### config.mk
export PLATFORM = sky130hd
export DESIGN_NAME = srsc_top
export DESIGN_NICKNAME = d
export VERILOG_FILES = /design/src/logic/srsc_pkg.sv /design/src/logic/srsc_top.sv /design/src/logic/srsc_delay_line.sv
export VERILOG_INCLUDE_DIRS = /design/src /design/src/logic
export SDC_FILE = /design/constraint.sdc
export NUM_CORES = 1
export LEC_CHECK = 0
export BUFFER_PORTS_ARGS = -buffer_cell sky130_fd_sc_hd__buf_2
export CAP_MARGIN = 20
export CORE_MARGIN = 3
export CORE_UTILIZATION = 49
export DETAILED_ROUTE_END_ITERATION = 12
export PLACE_DENSITY = 0.75
export SYNTH_ARGS = -nofsm -noshare
export SYNTH_HDL_FRONTEND = slang
export SYNTH_SLANG_ARGS = --single-unit
### constraint.sdc
create_clock -name clk -period 1.69 [get_ports clk]
set_input_delay 0.169 -clock clk [delete_from_list [all_inputs] [get_ports clk]]
set_output_delay 0.169 -clock clk [all_outputs]
set_load 0.02 [all_outputs]
### src/logic/srsc_cfg.svh
// Constants for the timing reference sync and reset control block
`ifndef SRSC_CFG_SVH
`define SRSC_CFG_SVH
`define SRSC_ADDR_CTRL      4'h0
`define SRSC_ADDR_STATUS    4'h1
`define SRSC_ADDR_TAP       4'h2
`define SRSC_ADDR_RAW       4'h3
`define SRSC_BIT_SW_ASSERT  0
`define SRSC_BIT_DIV_MASK   1
`define SRSC_BIT_OSC_MASK   2
`define SRSC_BIT_PIN_SEL    3
`define SRSC_CTRL_RESET     4'h8
`define SRSC_TAP_RESET      4'h0
`define SRSC_TAP_DEPTH      16
`define SRSC_CNT_FULL       2'h3
`define SRSC_CNT_LIMIT      2'h2
`define SRSC_LMFC_PERIOD    8'h20
`endif

### src/logic/srsc_pkg.sv
// Types for the timing reference sync and reset control block
package srsc_pkg;
    typedef struct packed {
        logic       pin_sel;
        logic       osc_mask;
        logic       div_mask;
        logic       sw_assert;
    } srsc_ctrl_type;
    typedef struct packed {
        logic       div_reset;
        logic       osc_reset;
        logic       filt_reset;
        logic       lmfc_reset;
    } srsc_pulse_type;
    typedef enum logic [1:0] {
        SRSC_IDLE = 2'b00,
        SRSC_RESP = 2'b01
    } srsc_bus_state_type;
endpackage : srsc_pkg

### src/logic/srsc_top.sv
// Timing reference sync and reset control with Avalon-MM register slave
`timescale 1ns/1ps
`include "srsc_cfg.svh"
// What this block does
// - Sample reference pin every rising clock edge
// - Rising pin edge or soft 0-to-1 asserts
// - Reference from pins or software bit
// - Every assertion resets clock divider
// - Oscillator and multiframe reset from third assertion
// - Assertion aligns local multiframe clock boundary
// - Assertion also resets oscillators and filters
// - Programmable delay on reference input path
// - Divider mask blocks divider resets
// - Oscillator mask blocks oscillator, link resets
module srsc_top
    import srsc_pkg::*;
(
    input  wire logic        clk,
    input  wire logic        rst,
    input  wire logic        sync_ref_pin,
    input  wire logic [3:0]  avs_address,
    input  wire logic        avs_read,
    input  wire logic        avs_write,
    input  wire logic [31:0] avs_writedata,
    output logic [31:0]      avs_readdata,
    output logic             avs_waitrequest,
    output logic             divider_reset,
    output logic             oscillator_reset,
    output logic             filter_reset,
    output logic             lmfc_reset,
    output logic             lmfc_boundary
);
    // Reference pin synchroniser
    logic               pin_meta;       // First stage, read only by pin_sync
    logic               pin_sync;       // Second stage
    logic               pin_delayed;    // After the tap delay
    logic               pin_prev;       // For edge detection
    // Software visible state
    srsc_ctrl_type      ctrl;           // Control bits
    logic [3:0]         tap;            // Delay tap select
    logic [1:0]         assert_count;   // Saturating assertion count
    logic [7:0]         lmfc_count;     // Local multiframe phase counter
    logic               soft_prev;      // Previous soft assert bit
    srsc_pulse_type     pulse;          // Registered reset pulses
    srsc_bus_state_type bus_state;      // Bus answer phase
    logic               lmfc_wrap;      // Boundary flag register
    logic [31:0]        next_readdata;  // Decoded read data
    // Address match, shared by the write strobes and the read mux
    function automatic logic addr_hit(
        input logic [3:0] addr,
        input logic [3:0] want
    );
        return addr == want;
    endfunction : addr_hit
    // Decode helpers; a write lands only in the answer cycle, at the edge
    // where the master sees waitrequest low, so an early strobe changes nothing
    wire                bus_req   = (avs_read | avs_write) && (bus_state == SRSC_RESP);
    wire                wr_ctrl   = bus_req && avs_write && addr_hit(avs_address, `SRSC_ADDR_CTRL);
    wire                wr_tap    = bus_req && avs_write && addr_hit(avs_address, `SRSC_ADDR_TAP);
    // Edge and acceptance terms; the third and later assertions are late
    wire                pin_edge  = pin_delayed & ~pin_prev;
    wire                soft_edge = ctrl.sw_assert & ~soft_prev;
    wire                sync_hit  = ctrl.pin_sel ? pin_edge : soft_edge;
    wire                late_hit  = sync_hit && (assert_count >= `SRSC_CNT_LIMIT);
    wire                osc_go    = late_hit && !ctrl.osc_mask;
    wire                div_go    = sync_hit && !ctrl.div_mask;
    wire                lmfc_end  = (lmfc_count == `SRSC_LMFC_PERIOD - 8'h01);

    // Two flip-flops before the pin is looked at
    // Costs two cycles; the fixed part is folded into the tap setting
    always_ff @(posedge clk) begin
        if (rst) begin
            pin_meta <= 1'b0;
            pin_sync <= 1'b0;
        end else begin
            pin_meta <= sync_ref_pin;
            pin_sync <= pin_meta;
        end
    end

    // Skew adjustment taps sit after the synchroniser
    // Tap 0 still adds one stage plus the output register
    srsc_delay_line u_delay (
        .clk  (clk),
        .rst  (rst),
        .din  (pin_sync),
        .tap  (tap),
        .dout (pin_delayed)
    );

    // Edge history of both sources
    // Both resets match the idle level, so no false edge follows reset
    always_ff @(posedge clk) begin
        if (rst) begin
            pin_prev  <= 1'b0;
            soft_prev <= 1'b0;
        end else begin
            pin_prev  <= pin_delayed;
            soft_prev <= ctrl.sw_assert;
        end
    end

    // Control register; software bit is level, only its rise counts
    // Writing the bit back to 0 rearms the next software assertion
    always_ff @(posedge clk) begin
        if (rst) begin
            ctrl <= srsc_ctrl_type'(`SRSC_CTRL_RESET);
        end else if (wr_ctrl) begin
            ctrl <= srsc_ctrl_type'(avs_writedata[3:0]);
        end
    end

    // Tap register
    // A tap change mid-pulse may add or drop an edge; set it while quiet
    always_ff @(posedge clk) begin
        if (rst)         tap <= `SRSC_TAP_RESET;
        else if (wr_tap) tap <= avs_writedata[3:0];
    end

    // Assertion counter; no software clear, saturates so wrap never rearms the skip
    // Masked assertions still count, keeping the index right when unmasked
    always_ff @(posedge clk) begin
        if (rst) begin
            assert_count <= 2'h0;
        end else if (sync_hit && assert_count != `SRSC_CNT_FULL) begin
            assert_count <= assert_count + 2'h1;
        end
    end

    // One-cycle reset pulses to divider, oscillators, filters, link
    // Only the selected source reaches here; the other is ignored
    always_ff @(posedge clk) begin
        if (rst) begin
            pulse <= '0;
        end else begin
            pulse.div_reset  <= div_go;
            pulse.osc_reset  <= osc_go;
            pulse.filt_reset <= osc_go;
            pulse.lmfc_reset <= osc_go;
        end
    end

    // Local multiframe counter, realigned by an accepted assertion
    // Realign wins over the free-running wrap in the same cycle
    always_ff @(posedge clk) begin
        if (rst) begin
            lmfc_count <= 8'h00;
            lmfc_wrap  <= 1'b0;
        end else if (osc_go) begin
            lmfc_count <= 8'h00;
            lmfc_wrap  <= 1'b1;
        end else begin
            lmfc_count <= lmfc_end ? 8'h00 : lmfc_count + 8'h01;
            lmfc_wrap  <= lmfc_end;
        end
    end

    // Read decode
    // Registered when the request is taken, so it stands in the answer cycle
    always_comb begin
        next_readdata = 32'h0000_0000;
        if (addr_hit(avs_address, `SRSC_ADDR_CTRL)) begin
            // Control bits as last written
            next_readdata[3:0] = ctrl;
        end else if (addr_hit(avs_address, `SRSC_ADDR_STATUS)) begin
            // Assertion index and multiframe phase
            next_readdata[1:0] = assert_count;
            next_readdata[15:8] = lmfc_count;
        end else if (addr_hit(avs_address, `SRSC_ADDR_TAP)) begin
            // Delay tap select
            next_readdata[3:0] = tap;
        end else if (addr_hit(avs_address, `SRSC_ADDR_RAW)) begin
            // Pin after synchroniser and after the taps
            next_readdata[0] = pin_sync;
            next_readdata[1] = pin_delayed;
        end else begin
            next_readdata = 32'h0000_0000; // Unmapped reads zero
        end
    end

    // Bus: waitrequest idles high, drops for one cycle to answer
    always_ff @(posedge clk) begin
        if (rst) begin
            bus_state       <= SRSC_IDLE;
            avs_waitrequest <= 1'b1;
            avs_readdata    <= 32'h0000_0000;
        end else begin
            case (bus_state)
                SRSC_IDLE: begin
                    // Any request is taken; nothing is refused
                    if (avs_read | avs_write) begin
                        bus_state       <= SRSC_RESP;
                        avs_waitrequest <= 1'b0;
                        avs_readdata    <= next_readdata;
                    end
                end
                SRSC_RESP: begin
                    // Answer stands for exactly one cycle
                    bus_state       <= SRSC_IDLE;
                    avs_waitrequest <= 1'b1;
                end
                default: begin
                    // Unused code falls back to idle
                    bus_state       <= SRSC_IDLE;
                    avs_waitrequest <= 1'b1;
                end
            endcase
        end
    end

    // Outputs straight from flip-flops
    // No logic between these registers and the pins
    assign divider_reset    = pulse.div_reset;
    assign oscillator_reset = pulse.osc_reset;
    assign filter_reset     = pulse.filt_reset;
    assign lmfc_reset       = pulse.lmfc_reset;
    assign lmfc_boundary    = lmfc_wrap;
endmodule : srsc_top

### src/logic/srsc_delay_line.sv
// Programmable tap delay line for the sampled reference
`timescale 1ns/1ps
`include "srsc_cfg.svh"
module srsc_delay_line (
    input  wire logic       clk,
    input  wire logic       rst,
    input  wire logic       din,
    input  wire logic [3:0] tap,
    output logic            dout
);
    logic [`SRSC_TAP_DEPTH-1:0] stage; // Shift chain, one cycle each
    // Chain is a generate so the depth is set in one place
    genvar gi;
    generate
        for (gi = 0; gi < `SRSC_TAP_DEPTH; gi++) begin : g_stage
            if (gi == 0) begin : g_first
                always_ff @(posedge clk) begin
                    if (rst) stage[gi] <= 1'b0;
                    else     stage[gi] <= din;
                end
            end else begin : g_rest
                always_ff @(posedge clk) begin
                    if (rst) stage[gi] <= 1'b0;
                    else     stage[gi] <= stage[gi-1];
                end
            end
        end
    endgenerate
    // Registered tap select keeps the output on a flip-flop
    always_ff @(posedge clk) begin
        if (rst) dout <= 1'b0;
        else     dout <= stage[tap];
    end
endmodule : srsc_delay_line

### Word-level counts from Yosys, hierarchy flattened

Index checks and enable logic that the tools add are counted.

* flip-flop bits (word level): 76
* word-level logic and storage cells: 75

* add/subtract/negate cells: 2
* magnitude comparators: 2
* eq/ne operators: 5
* mux-type cells: 11
* bitwise logic cells: 6
* reductions and logical operators: 15

Operators with widths (count)
* $mux 12: 1
* $add 8x1->8 const B: 1
* $eq 4x2->1 const B: 2
* $eq 8x5->1 const B: 1
* $logic_and 1x1->1: 8
* $mux 4: 2
* $mux 8: 1
* $mux 2: 3
* $lt 4x5->1 const B: 1
* $bmux 1 s4: 1
* $eq 4x1->1 const B: 1
* $logic_not 4->1: 1
* $mux 1: 3
* $not 1->1: 3
* $reduce_or 3->1: 1
* $add 2x1->2 const B: 1
* $and 1x1->1: 2
* $ge 2x2->1 const B: 1
* $logic_not 1->1: 2
* $logic_not 2->1: 1
* $ne 2x2->1 const B: 1
* $reduce_and 2->1: 1
* $reduce_or 2->1: 1
* $or 1x1->1: 1

### Logic depth before layout (Yosys ltp)

* word-level depth: 6
* depth in mapped cells: 6
* depth with buffers taken out: 6

### Modules after synthesis

From an unflattened synthesis, not the netlist that was laid out.

* cells, all modules: 244
* area total of the unflattened synthesis: 2419.8 µm²

Modules (own cells, without submodules)
* srsc_top: instances 1, cells each 195, area an instance 1826.8 µm², seq. area each 780.7 µm²
* srsc_delay_line: instances 1, cells each 49, area an instance 593.1 µm², seq. area each 340.3 µm²

### Worst setup path after synthesis

Ideal clock, no wire load.

* path kind: in2reg
* from: input port avs_address[0]
* to: register tap[2]
* setup time: 0.128 ns
* arrival time: 1.235 ns
* required time: 1.562 ns
* slack: 0.328 ns
* stages: 5
* buffers on the path: 1
* cells stage by stage: or3_4 -> or3_1 -> buf_6 -> mux2i_1 -> nor2_1

* cells in the longest elaborated chain, start to end: 2

Ends and longest elaborated chain
* start: declaration: RTL line srsc_top.sv:21 `input wire logic [3:0] avs_address,`
* $eq 4x2->1: RTL line srsc_top.sv:53 `return addr == want;`
* $logic_and 1x1->1: RTL line srsc_top.sv:59 `` wire wr_tap = bus_req && avs_write && addr_hit(avs_address, `SRSC_ADDR_TAP); ``
* end signal: assignment: RTL line srsc_top.sv:116 `` if (rst) tap <= `SRSC_TAP_RESET; ``
* end signal: assignment: RTL line srsc_top.sv:117 `else if (wr_tap) tap <= avs_writedata[3:0];`
* end: declaration: RTL line srsc_top.sv:40 `logic [3:0] tap;`

Every way passes these cells.
A chain may end at the register's enable or synchronous reset.

### Worst setup path in the final report

* from: register tap[0]
* to: register u_delay.dout

* cells in the longest elaborated chain, start to end: 2

Ends and longest elaborated chain
* $bmux 1 s4: RTL line srsc_delay_line.sv:32 `else dout <= stage[tap];`
* $mux 1 (implied by the code): RTL line srsc_delay_line.sv:32
* end signal: assignment: RTL line srsc_delay_line.sv:32
* end: declaration: RTL line srsc_delay_line.sv:9 `output logic dout`

Every way passes these cells. The select of a mux whose other input is x is not followed.

==> summary.txt <==
Detailed routing
  • # DRC: 0
  • Antenna Nets Post-Route: 0
  • Avg WL per Cell: 12.95 µm
  • Drt first-iter violations: 69
  • TritonRoute pass-1 iters: 4
  • Vias: 1,576
  • WL final: 4041 µm
  • DR vias/cell: 5.051

Status
  • Status: finished, final reports clean

Synthesis
  • Synth cell types: 40
  • Cell with the most instances after synthesis: dfxtp_1
  • Ys async rst share: 0%
  • Yosys warnings: 0
  • Synth cell count leaders: 56 x dfxtp_1, 36 x nor2_1, 23 x buf_4, 23 x nor2b_1, 12 x mux2i_1
  • Synth Register Bits: 56
  • Top_reg_cell synth: dfxtp_1
  • Synth Cell Area: 2295 µm²
  • Avg Inst Size Synth: 9.977 µm²
  • EDFF count, synth: 0
  • Cell taking the most area after synthesis: dfxtp_1
  • Post-synthesis cell count: 230
  • Synth area leaders: dfxtp_1 49%, buf_4 7.5%, nor2b_1 6.3%
  • Synth top area share: 48.85%
  • Post-synthesis sequential area ratio: 48.85%

Clocking
  • CTS H-tree depth: 2
  • Hold_buf cts: 0
  • Post-CTS Setup Inserts: 0
  • Post-CTS Resized: 0
  • CTS buffer count: 5
  • Clock Sinks: between 50 and 60
  • Root Driver: clkbuf_8
  • CTS tree: built
  • Worst-Skew Late Latency: approximately 0.30 ns
  • Clk slew on worst S/H paths: 0.10 ns
  • CTS Buffer Depth: 2

Layout
  • Post-route design area: 2531 µm²
  • Area delta synth->final: 10.31%
  • # diodes: 0
  • Nets@finish: 304
  • Share of cells above drive strength 1: 20.00%
  • Layout Cells excl Fill: between 300 and 400

Pwr
  • Leak: ~1.1 nW
  • Power Total: 0.002523 W
  • VDD IR max: 0.0004960 V
  • Power Dens Cells: 996.8 nW/µm²

Global routing
  • Largest net degree at the start of global routing: 25
  • Initial antenna violation count: 0
  • First-pass GRT wire length: 6472 µm
  • Gr ovfl total: 0
  • Overall Global Routing Usage: 15.17%
  • Vias in the first global route: ~1,400

Critical path
  • Crit-path cells: mux4_2 > o22ai_1 > a311o_1 > a21oi_1
  • Crit-path max cell delay: roughly 0.54 ns
  • CP Class: reg2reg
  • CP startpoint kind: flip-flop
  • CP arrival: 1.70 ns
  • Crit path max fanout: 6
  • WP data required: 1.87 ns
  • Slowest CP cell: mux4_2
  • Critical Path End Type: flip-flop

STA
  • RSZ-0062 raised after global routing: no
  • Final setup vio count: 0
  • Final Hold Vio Count: 0
  • Tmin final: 1.519 ns
  • Setup Skew: 0.007641 ns
  • Max Clk Rate: 0.6585 GHz
  • Fin crit share: 89.86%
  • Max Slew Vio Count: 0
  • Setup TNS: 0 ns
  • Worst hold slack: 0.07868 ns

Place
  • Dpl cells: 305
  • IO buf count: 30
  • GP Congestion: 0.7990
  • Cell Area, Placed: ~2400 µm²
  • HPWL Detailed: 2938 µm

Floorplanning
  • Starting Density: 51.63%
  • Io pins: 79
  • FP Rows: 24
  • Die Area: 5540 µm²
  • Die Ht: 74.43 µm
  • CORE AREA: 4444 µm²
  • Die width: approximately 74 µm

Run
  • Total of max-cap violations: 0

Hold path
  • Worst min path class: in2reg
## sequential cells by signal, summed over array words and instances, names as in the netlist
register,flops
avs_waitrequest,1
assert_count,2
lmfc_boundary,1
tap,4
lmfc_reset,1
u_delay.dout,1
lmfc_count,8
ctrl,4
avs_readdata,12
pin_sync,1
soft_prev,1
bus_state,1
pin_meta,1
pin_prev,1
divider_reset,1
u_delay.stage,16
## cell type report
type / instances / area, µm²
clock inverters: 2 / 60.06
repair buffers: 35 / 187.7
inverters: 5 / 18.77
clock buffers: 5 / 68.82
well taps: 52 / 65.06
multi-input cells: 157 / 1010
flip-flops and latches: 56 / 1121
fillers: 401 / 1913
## cell usage in the layout, fill, tap and decap left out, drive strengths merged, types with 2 or more instances in the layout
master	instances
a211o	2
a21oi	3
a221oi	2
a22oi	10
buf	35
bufinv	2
clkbuf	5
conb	20
dfxtp	56
ha	3
inv	5
mux2	3
mux2i	12
mux4	2
nand2	5
nand3	5
nor2	36
nor2b	24
nor3	5
nor4	2
o2bb2ai	2
or3	2
xnor2	5
xor2	2
## kinds of logic after synthesis
kind of cell / synth area share [%]
AND/OR/NAND/NOR: 19.52
flip-flops: 48.86
buffers and inverters: 10.31
AO/OA/AOI/OAI: 8.179
multiplexers: 8.670
XOR/XNOR: 2.672
adder cells (fa/ha/maj): 1.636
other: 0.1634
## layer usage
metal	vias up	GRT usage [%]	share of wire, %
li1	791	-	-
met1	735	20.79	49
met2	46	23.02	45
met3	4	4.459	5.5
met4	0	4.941	0.89
met5	-	0	0
## path summary, 6_finish.rpt
path           startpoint           end  slack [ns]  cells past startpoint
max                tap[0]  u_delay.dout        0.17                      4
min          sync_ref_pin      pin_meta        0.08                      2
max reg2reg        tap[0]  u_delay.dout        0.17                      4
min reg2reg      pin_meta      pin_sync        0.45                      1
## through the flow
step,utilization (%),worst slack (ns)
global route,56.95,0.01667
detailed placement,54.03,0.1057
floorplan,-,0.3277
finish,56.95,0.1713
global placement,54.03,0.1185
CTS,56.93,0.07984
## critical path, delay by kind of cell, from the launching register on
kind / cells / cell delay [ns]
multiplexers: 1 / 0.54
flip-flops: 1 / 0.53
AO/OA/AOI/OAI: 3 / 0.33
## where the power goes
group          internal (W)  total [W]  leakage (nW)  switching [W]
logic             0.0000535   0.000174         0.550       0.000120
registers           0.00134    0.00136         0.453      0.0000167
clock network      0.000583   0.000992        0.0642       0.000409
total               0.00198    0.00252          1.07       0.000546
Power figures use the tool's default switching activity.
